### src/design/tpo_pkg.sv
package tpo_pkg;

	localparam logic [3:0] ADDR_TIMER_COUNT_LOW = 4'h0;
	localparam logic [3:0] ADDR_TIMER_COUNT_HIGH = 4'h4;
	localparam logic [3:0] ADDR_INTERRUPT_CONTROL = 4'h8;
	localparam logic [3:0] ADDR_TIMER_CONTROL = 4'hc;

	localparam int TC_TIMER_ON = 7;
	localparam int TC_EIGHT_BIT = 6;
	localparam int TC_CLOCK_SOURCE = 5;
	localparam int TC_SOURCE_EDGE = 4;
	localparam int TC_BYPASS = 3;
	localparam int TC_RATIO_MSB = 2;

	localparam int IC_OVERFLOW_IRQ_ENABLE = 5;
	localparam int IC_OVERFLOW_FLAG = 2;

	localparam logic [7:0] TIMER_CONTROL_RESET = 8'hff;
	localparam logic [7:0] INTERRUPT_CONTROL_RESET = 8'h00;
	localparam logic [7:0] TIMER_COUNT_RESET = 8'h00;

	localparam logic [1:0] RESP_OKAY = 2'h0;
	localparam logic [1:0] RESP_SLVERR = 2'h2;

	typedef struct packed {
		logic timer_on;
		logic eight_bit_mode_select;
		logic clock_source_select;
		logic source_edge_select;
		logic prescaler_bypass_select;
		logic [2:0] prescale_ratio_select;
	} tpo_timer_control_t;

	typedef struct packed {
		logic [31:0] data;
		logic [1:0] resp;
	} tpo_read_answer_t;

endpackage : tpo_pkg

### src/design/tpo_timer.sv
// Behaviour
// - An 8-bit prescaler counter can sit in front of the timer count input.
// - The prescaler count is never readable or writable through a register.
// - Bypass select and a three-bit ratio come from timer control bits 3 to 0.
// - With bypass select low the prescaler feeds the timer at 1:2 up to 1:256.
// - While the prescaler is assigned, any write to the count clears the prescaler.
// - A count write leaves bypass select and ratio settings unchanged.
// - The prescaler assignment may be changed while the timer runs.
// - The overflow flag sets on a wrap FFh to 00h in 8-bit mode or FFFFh to 0000h in 16-bit mode.
// - The interrupt is held off while overflow enable, bit 5, is low; the flag still sets.
// - The timer stops in sleep, so its overflow can never wake the processor.
// - Timer control holds on, 8-bit, source, edge, bypass and three ratio bits from bit 7.
// - Interrupt control holds overflow enable at bit 5 and overflow flag at bit 2.
//
// Register access over AXI4-Lite and the placing of the registers were left to the implementer.
module tpo_timer (
	input wire logic aclk,
	input wire logic aresetn,
	input wire logic [3:0] s_axi_awaddr,
	input wire logic s_axi_awvalid,
	output logic s_axi_awready,
	input wire logic [31:0] s_axi_wdata,
	input wire logic [3:0] s_axi_wstrb,
	input wire logic s_axi_wvalid,
	output logic s_axi_wready,
	output logic [1:0] s_axi_bresp,
	output logic s_axi_bvalid,
	input wire logic s_axi_bready,
	input wire logic [3:0] s_axi_araddr,
	input wire logic s_axi_arvalid,
	output logic s_axi_arready,
	output logic [31:0] s_axi_rdata,
	output logic [1:0] s_axi_rresp,
	output logic s_axi_rvalid,
	input wire logic s_axi_rready,
	input wire logic ext_clock_in,
	input wire logic sleep,
	output logic irq
);

	tpo_pkg::tpo_timer_control_t ctrl_r;
	logic [7:0] intc_r;
	logic [7:0] cnt_lo_r;
	logic [7:0] cnt_hi_r;
	logic [7:0] hi_buf_r;
	logic ext_prev_r;
	logic irq_r;
	logic aw_held_r;
	logic w_held_r;
	logic [3:0] awaddr_r;
	logic [31:0] wdata_r;
	logic wstrb0_r;
	logic bvalid_r;
	logic [1:0] bresp_r;
	logic arready_r;
	logic rvalid_r;
	tpo_pkg::tpo_read_answer_t rans_r;
	tpo_pkg::tpo_read_answer_t rans_nxt;
	logic awready_r;
	logic wready_r;
	logic [7:0] hi_buf_nxt;
	logic [7:0] cnt_lo_nxt;
	logic [7:0] cnt_hi_nxt;
	tpo_pkg::tpo_timer_control_t ctrl_nxt;
	logic irq_nxt;
	logic aw_take;
	logic w_take;
	logic b_done;
	logic aw_held_nxt;
	logic w_held_nxt;
	logic bvalid_nxt;
	logic [1:0] bresp_nxt;
	logic ar_take;
	logic arready_nxt;
	logic rvalid_nxt;
	logic pre_tick;
	logic wr_any_count;
	logic hi_counts;
	logic wr_word;

	logic do_write;
	logic wr_lo;
	logic wr_hi;
	logic wr_intc;
	logic wr_ctrl;
	logic wr_known;
	logic ext_edge;
	logic src_event;
	logic tick;
	logic pre_terminal;
	logic step;
	logic [15:0] count_now;
	logic [15:0] count_inc;
	logic wrap;
	logic flag_clear;
	logic flag_set;
	logic [7:0] intc_nxt;

	function automatic logic hit(input logic [3:0] addr, input logic [3:0] reg_addr);
		hit = (addr[3:2] == reg_addr[3:2]);
	endfunction : hit

	function automatic logic aligned(input logic [3:0] addr);
		aligned = (addr[1:0] == 2'h0);
	endfunction : aligned

	assign do_write = aw_held_r && w_held_r && !bvalid_r;
	// A misaligned address is answered with an error and touches no register.
	assign wr_known = aligned(awaddr_r);
	assign wr_word = do_write && wstrb0_r && wr_known;
	assign wr_lo = wr_word && hit(awaddr_r, tpo_pkg::ADDR_TIMER_COUNT_LOW);
	assign wr_hi = wr_word && hit(awaddr_r, tpo_pkg::ADDR_TIMER_COUNT_HIGH);
	assign wr_intc = wr_word && hit(awaddr_r, tpo_pkg::ADDR_INTERRUPT_CONTROL);
	assign wr_ctrl = wr_word && hit(awaddr_r, tpo_pkg::ADDR_TIMER_CONTROL);

	// Source edge select high counts falling edges of the external input.
	assign ext_edge = ctrl_r.source_edge_select ? (ext_prev_r && !ext_clock_in)
		: (!ext_prev_r && ext_clock_in);
	assign src_event = ctrl_r.clock_source_select ? ext_edge : 1'b1;
	assign tick = ctrl_r.timer_on && !sleep && src_event;
	assign step = ctrl_r.prescaler_bypass_select ? tick : pre_terminal;
	assign pre_tick = tick && !ctrl_r.prescaler_bypass_select;
	assign wr_any_count = wr_lo || wr_hi;

	assign count_now = {cnt_hi_r, cnt_lo_r};
	assign count_inc = count_now + 16'h0001;
	assign wrap = step && (ctrl_r.eight_bit_mode_select ? (cnt_lo_r == 8'hff)
		: (count_now == 16'hffff));

	// Writing a one to the flag clears it; a new overflow in the same cycle wins.
	assign flag_clear = wr_intc && wdata_r[tpo_pkg::IC_OVERFLOW_FLAG];
	assign flag_set = wrap;
	always_comb begin
		intc_nxt = wr_intc ? wdata_r[7:0] : intc_r;
		intc_nxt[tpo_pkg::IC_OVERFLOW_FLAG] = flag_set
			|| (intc_r[tpo_pkg::IC_OVERFLOW_FLAG] && !flag_clear);
	end

	tpo_prescaler u_prescaler (
		.aclk(aclk),
		.aresetn(aresetn),
		.tick(pre_tick),
		.clear(wr_any_count),
		.prescale_ratio_select(ctrl_r.prescale_ratio_select),
		.terminal(pre_terminal)
	);

	assign ctrl_nxt = wr_ctrl ? tpo_pkg::tpo_timer_control_t'(wdata_r[7:0])
		: ctrl_r;
	assign irq_nxt = intc_nxt[tpo_pkg::IC_OVERFLOW_FLAG]
		&& intc_nxt[tpo_pkg::IC_OVERFLOW_IRQ_ENABLE];

	always_ff @(posedge aclk) begin
		if (!aresetn) begin
			ctrl_r <= tpo_pkg::TIMER_CONTROL_RESET;
		end else begin
			ctrl_r <= ctrl_nxt;
		end
	end

	always_ff @(posedge aclk) begin
		if (!aresetn) begin
			intc_r <= tpo_pkg::INTERRUPT_CONTROL_RESET;
		end else begin
			intc_r <= intc_nxt;
		end
	end

	always_ff @(posedge aclk) begin
		if (!aresetn) begin
			ext_prev_r <= 1'b0;
		end else begin
			ext_prev_r <= ext_clock_in;
		end
	end

	always_ff @(posedge aclk) begin
		if (!aresetn) begin
			irq_r <= 1'b0;
		end else begin
			irq_r <= irq_nxt;
		end
	end

	// High byte is written through a buffer and lands with the low byte, so a
	// 16-bit load is atomic; in 8-bit mode the high byte is not counted.
	assign hi_counts = step && !ctrl_r.eight_bit_mode_select;
	assign hi_buf_nxt = wr_hi ? wdata_r[7:0] : hi_buf_r;
	assign cnt_lo_nxt = wr_lo ? wdata_r[7:0] : (step ? count_inc[7:0] : cnt_lo_r);
	assign cnt_hi_nxt = wr_lo ? hi_buf_r : (hi_counts ? count_inc[15:8] : cnt_hi_r);

	always_ff @(posedge aclk) begin
		if (!aresetn) begin
			hi_buf_r <= tpo_pkg::TIMER_COUNT_RESET;
		end else begin
			hi_buf_r <= hi_buf_nxt;
		end
	end

	always_ff @(posedge aclk) begin
		if (!aresetn) begin
			cnt_lo_r <= tpo_pkg::TIMER_COUNT_RESET;
		end else begin
			cnt_lo_r <= cnt_lo_nxt;
		end
	end

	always_ff @(posedge aclk) begin
		if (!aresetn) begin
			cnt_hi_r <= tpo_pkg::TIMER_COUNT_RESET;
		end else begin
			cnt_hi_r <= cnt_hi_nxt;
		end
	end

	assign aw_take = s_axi_awvalid && awready_r;
	assign w_take = s_axi_wvalid && wready_r;
	assign b_done = bvalid_r && s_axi_bready;
	assign aw_held_nxt = aw_take || (aw_held_r && !b_done);
	assign w_held_nxt = w_take || (w_held_r && !b_done);
	assign bvalid_nxt = do_write || (bvalid_r && !s_axi_bready);
	assign bresp_nxt = do_write ? (wr_known ? tpo_pkg::RESP_OKAY : tpo_pkg::RESP_SLVERR) : bresp_r;

	always_ff @(posedge aclk) begin
		if (!aresetn) begin
			aw_held_r <= 1'b0;
		end else begin
			aw_held_r <= aw_held_nxt;
		end
	end

	always_ff @(posedge aclk) begin
		if (!aresetn) begin
			awready_r <= 1'b1;
		end else begin
			awready_r <= !aw_held_nxt;
		end
	end

	always_ff @(posedge aclk) begin
		if (!aresetn) begin
			awaddr_r <= 4'h0;
		end else if (aw_take) begin
			awaddr_r <= s_axi_awaddr;
		end
	end

	always_ff @(posedge aclk) begin
		if (!aresetn) begin
			w_held_r <= 1'b0;
		end else begin
			w_held_r <= w_held_nxt;
		end
	end

	always_ff @(posedge aclk) begin
		if (!aresetn) begin
			wready_r <= 1'b1;
		end else begin
			wready_r <= !w_held_nxt;
		end
	end

	always_ff @(posedge aclk) begin
		if (!aresetn) begin
			wdata_r <= 32'h00000000;
		end else if (w_take) begin
			wdata_r <= s_axi_wdata;
		end
	end

	always_ff @(posedge aclk) begin
		if (!aresetn) begin
			wstrb0_r <= 1'b0;
		end else if (w_take) begin
			wstrb0_r <= s_axi_wstrb[0];
		end
	end

	always_ff @(posedge aclk) begin
		if (!aresetn) begin
			bvalid_r <= 1'b0;
		end else begin
			bvalid_r <= bvalid_nxt;
		end
	end

	always_ff @(posedge aclk) begin
		if (!aresetn) begin
			bresp_r <= tpo_pkg::RESP_OKAY;
		end else begin
			bresp_r <= bresp_nxt;
		end
	end

	// Only the four register words answer OKAY; a misaligned address reads zero with SLVERR.
	always_comb begin
		rans_nxt.data = 32'h00000000;
		rans_nxt.resp = tpo_pkg::RESP_OKAY;
		if (!aligned(s_axi_araddr)) begin
			rans_nxt.resp = tpo_pkg::RESP_SLVERR;
		end else if (hit(s_axi_araddr, tpo_pkg::ADDR_TIMER_COUNT_LOW)) begin
			rans_nxt.data = {24'h000000, cnt_lo_r};
		end else if (hit(s_axi_araddr, tpo_pkg::ADDR_TIMER_COUNT_HIGH)) begin
			rans_nxt.data = {24'h000000, cnt_hi_r};
		end else if (hit(s_axi_araddr, tpo_pkg::ADDR_INTERRUPT_CONTROL)) begin
			rans_nxt.data = {24'h000000, intc_r};
		end else begin
			rans_nxt.data = {24'h000000, ctrl_r};
		end
	end

	assign ar_take = s_axi_arvalid && arready_r;
	assign arready_nxt = s_axi_arvalid && !arready_r && !rvalid_r;
	assign rvalid_nxt = ar_take || (rvalid_r && !s_axi_rready);

	always_ff @(posedge aclk) begin
		if (!aresetn) begin
			arready_r <= 1'b0;
		end else begin
			arready_r <= arready_nxt;
		end
	end

	always_ff @(posedge aclk) begin
		if (!aresetn) begin
			rvalid_r <= 1'b0;
		end else begin
			rvalid_r <= rvalid_nxt;
		end
	end

	always_ff @(posedge aclk) begin
		if (!aresetn) begin
			rans_r <= '0;
		end else if (ar_take) begin
			rans_r <= rans_nxt;
		end
	end

	assign s_axi_awready = awready_r;
	assign s_axi_wready = wready_r;
	assign s_axi_bvalid = bvalid_r;
	assign s_axi_bresp = bresp_r;
	assign s_axi_arready = arready_r;
	assign s_axi_rvalid = rvalid_r;
	assign s_axi_rdata = rans_r.data;
	assign s_axi_rresp = rans_r.resp;
	assign irq = irq_r;

endmodule : tpo_timer

### src/design/tpo_prescaler.sv
module tpo_prescaler (
	input wire logic aclk,
	input wire logic aresetn,
	input wire logic tick,
	input wire logic clear,
	input wire logic [2:0] prescale_ratio_select,
	output logic terminal
);

	// Count stays hidden from software; only a clear reaches it.
	logic [7:0] count_r;
	logic [7:0] count_nxt;
	logic [7:0] ratio_mask;

	assign ratio_mask = 8'((9'h002 << prescale_ratio_select) - 9'h001);
	assign count_nxt = clear ? 8'h00 : (tick ? count_r + 8'h01 : count_r);
	assign terminal = tick && ((count_r & ratio_mask) == ratio_mask);

	always_ff @(posedge aclk) begin
		if (!aresetn) begin
			count_r <= 8'h00;
		end else begin
			count_r <= count_nxt;
		end
	end

endmodule : tpo_prescaler

### config.mk
export PLATFORM = sky130hd
export DESIGN_NAME = tpo_timer
export DESIGN_NICKNAME = d
export VERILOG_FILES = /design/src/design/tpo_pkg.sv /design/src/design/tpo_timer.sv /design/src/design/tpo_prescaler.sv
export SDC_FILE = /design/constraint.sdc
export NUM_CORES = 1
export LEC_CHECK = 0
export ABC_AREA = 1
export BUFFER_PORTS_ARGS = -buffer_cell sky130_fd_sc_hd__buf_2
export CORE_UTILIZATION = 54
export CTS_CLUSTER_DIAMETER = 50
export DETAILED_ROUTE_END_ITERATION = 8
export PLACE_DENSITY = 0.87
export SYNTH_ARGS = -nofsm -noshare
export SYNTH_HDL_FRONTEND = slang
export SYNTH_SLANG_ARGS = --single-unit
### constraint.sdc
create_clock -name aclk -period 1.6 [get_ports aclk]
set_input_delay 0.32 -clock aclk [delete_from_list [all_inputs] [get_ports aclk]]
set_output_delay 0.32 -clock aclk [all_outputs]
set_load 0.01 [all_outputs]
==> summary.md <==
| Metric | Value |
|---|---|
| Area contributors post-synth | dfxtp_1 39%, nand2_1 12%, o21ai_0 7.2% |
| Fillers | 581 |
| Synth Area per Inst | 6.95 um^2 |
| Synth top area share | 38.9% |
| Layout Skew | 0.00913 ns |
| Final period util | 103% |
| Worst Setup EP | cnt_hi_r[0] |
| H-tree depth | 3 |
| Full die area | 7980 um^2 |
| Yosys reg bits | 80 |
| Worst R2R Start | aw_held_r |
| Drt total wl | 10,700 um |
| Final ANT Viol Nets | 0 |
| First-pass GRT wire length | 15,900 um |
| Die height | 89.4 um |
| LEAKAGE | 2.10 nW |
| Hold/Removal Path Class | input pin to flop |
| Top sig layer | met4 |
| Final setup vio count | 10 |
| Maximum clock path buffer count | 2 |
| Clock transition at the registers of the reported paths | 0.08 ns |
| Synth unique cells | 39 |
| Critical path startpoint | aw_held_r |
| Reg2reg end | cnt_hi_r[0] |
| Skew-Pair Late Insertion Delay | 0.36 ns |
| Ys Warns | 0 |
| Power density over cell area | 783 nW/um^2 |
| Cts hold-fix bufs | 0 |
| Crit path kind | flop to flop |
| Final Hold Fails | 0 |
| Final setup margin | -0.0437 ns |
| Die W | 89.4 um |
| RSZ-0062 raised after global routing | yes |
| Largest net degree at the start of global routing | 43 |
| R2R setup slack | -0.04 ns |
| Synth-to-Final Area Change | 18.4% |
| Worst path required time | 1.85 ns |
| Final Total Pwr | 3.82 mW |
| Sequential area share after synthesis | 38.9% |
| Max-Cap Viols | 0 |
| Max Transition Viols Final | 0 |
| Via/cell ratio | 5.48 |
| DRC Markers | 0 |
| Status | complete, but fails checks |
| Min cycle time layout | 1.64 ns |
| I/O pins | 95 |
| Slew @ Worst Pin | 0.582 ns |
| Num Clock Sinks | 80 |
| VDD IR max | 0.588 mV |
| Detail Placement HPWL | 6990 um |
| Pre-CTS setup slack | -0.0148 ns |
| Total GRT Usage | 26.1% |
| DR WL met2 | 5180 um |
| Arr. time, crit path | 1.90 ns |
| Mapped Cells | 593 |
| Input/output buffers | 41 |
| GP Congestion | 0.884 |
| Floorplan core area | 7330 um^2 |
| Met3 wire length | 813 um |
| Post-synth design cell area | 4120 um^2 |
| Synth area leader | dfxtp_1 |
| Row Count | 31 |
| CTS tree | built |
| Worst Setup Start Kind | flop |
| Fmax | 0.608 GHz |
| Antenna violations before repair | 0 |
| Vias in the first global route | 3,597 |
| M1 WL | 4330 um |
| Layout cells sized above 1 | 22.6% |
| Violated checks | negative setup slack |
| CP max FO | 8 |
| CTS buffer count | 9 |
| Layout Nets | 706 |
| Crit. End Element | flop |
| Via Count | 4,134 |
| Register-to-Register Path Depth | 10 |
| ANT cells | 0 |
| Initial Utilization | 56.2% |
| First-pass iteration count of the detailed router | 8 |
| CTS root buf | clkbuf_8 |
| Starting DRT DRC Count | 387 |
| Total grt overflow | 0 |
| Max_slew headroom | 61.1% |
| Avg WL per Cell | 14.2 um |
[worst max-delay path: stages, from the launching register on]
cell     delay [ns]
dfxtp_2        0.36
nand2_2        0.08
nor2_4         0.12
nand2_2        0.07
nor2_4         0.19
nand3_4        0.19
buf_12         0.22
nand3_2        0.08
o21ai_2        0.07
a21oi_2        0.11
nor2_1         0.05
[worst min path at each step]
| stage | startpoint | endpoint | slack [ns] | cells past startpoint |
|---|---|---|---|---|
| 5_1_grt | ext_clock_in | ext_prev_r | 0.20 | 3 |
| 6_report | ext_clock_in | ext_prev_r | 0.16 | 3 |
| 4_1_cts | ext_clock_in | ext_prev_r | 0.15 | 3 |
| 2_1_floorplan | ext_clock_in | ext_prev_r | 0.41 | 2 |
| 3_5_place_dp | s_axi_rvalid | s_axi_arready | 0.43 | 1 |
| 3_3_place_gp | s_axi_rvalid | s_axi_arready | 0.42 | 1 |
[cell type report]
class	count	area, um^2	share of cell area [%]
clock inverter	4	30.0	0.615
tap	99	124	2.54
timing repair buffer	67	498	10.2
inverter	60	235	4.82
clock buffer	11	141	2.90
multi-input combinational	433	2240	45.9
sequential	80	1610	33.0
[per-layer routing]
metal | track usage (%) | up-vias
met5 | 0 | -
met4 | 14.7 | 0
met3 | 3.32 | 40
met2 | 44.3 | 216
met1 | 32.1 | 1893
li1 | - | 1985
[per-stage QoR]
step	utilization [%]	cell area [um^2]	TNS, ns	hold slack [ns]	std cells
5_1_grt	66.6	4880	-2.36	0.202	754
3_5_place_dp	61.1	4480	-0.0492	0.432	736
6_report	66.6	4880	-0.152	0.156	754
4_1_cts	63.6	4660	-0.114	0.151	751
3_3_place_gp	61.1	4480	0	0.423	736
2_1_floorplan	-	4210	0	0.413	618
[cells by family (layout without fill, tap and decap cells)]
kind of cell / after synthesis / after routing / synth area share [%]
AOI/OAI and AO/OA: 132 / 132 / 16.5
muxes: 1 / 1 / 0.243
xor gates and xnor gates: 8 / 8 / 1.70
other: 1 / 26 / 0.0910
and+or+nand+nor: 264 / 264 / 29.1
buffers and inverters: 105 / 142 / 12.9
DFF: 80 / 80 / 38.9
adders and majority gates: 2 / 2 / 0.607
[repair_timing]
action,4_1_cts,5_1_grt
buffers inserted,0,1
pin swaps,0,17
cloned,0,2
gates resized for setup,3,47
endpoints found under the setup margin,11,25
hold endpoints to repair,0,0
[cells in the final DEF (no fill, tap or decap), types with 7 or more instances in the layout]
cell type	netlist	routed
nand2_1	130	124
dfxtp_1	80	74
nor2_1	62	58
o21ai_0	59	57
inv_1	56	54
a21oi_1	58	53
buf_2	6	41
conb_1	1	26
nand3_1	32	23
buf_4	27	19
nand3_2	4	11
nand2_2	6	10
clkbuf_8	0	10
xor2_1	7	7
nor3_1	7	7
[state kept, by name, summed over array words and instances (netlist names)]
| name | count |
|---|---|
| s_axi_rvalid | 1 |
| s_axi_wready | 1 |
| w_held_r | 1 |
| ext_prev_r | 1 |
| hi_buf_r | 8 |
| cnt_lo_r | 8 |
| s_axi_rresp | 1 |
| intc_r | 8 |
| u_prescaler.count_r | 8 |
| wdata_r | 8 |
| s_axi_bresp | 1 |
| s_axi_arready | 1 |
| cnt_hi_r | 8 |
| s_axi_awready | 1 |
| s_axi_bvalid | 1 |
| aw_held_r | 1 |
| s_axi_rdata | 8 |
| wstrb0_r | 1 |
| awaddr_r | 4 |
| irq | 1 |
| ctrl_r | 8 |
[power by group]
part,switching (mW),total (mW),internal (mW)
clock network,0.754,1.36,0.604
registers,0.0548,2.10,2.04
logic,0.234,0.362,0.128
total,1.04,3.82,2.78
[synthesized netlist by cell type (all sizes together)]
library cell / n
nand2: 137
nor2: 68
clkinv: 1
a211oi: 1
nand3: 38
buf: 37
o211ai: 2
dfxtp: 80
xor2: 7
ha: 2
or2: 4
nor3: 9
mux2i: 1
xnor2: 1
o21ai: 69
o22ai: 1
inv: 59
nor4: 1
nor3b: 1
nand4: 6
a21oi: 59
conb: 1
clkbuf: 8
No activity file was read; power rests on OpenSTA's default activity.
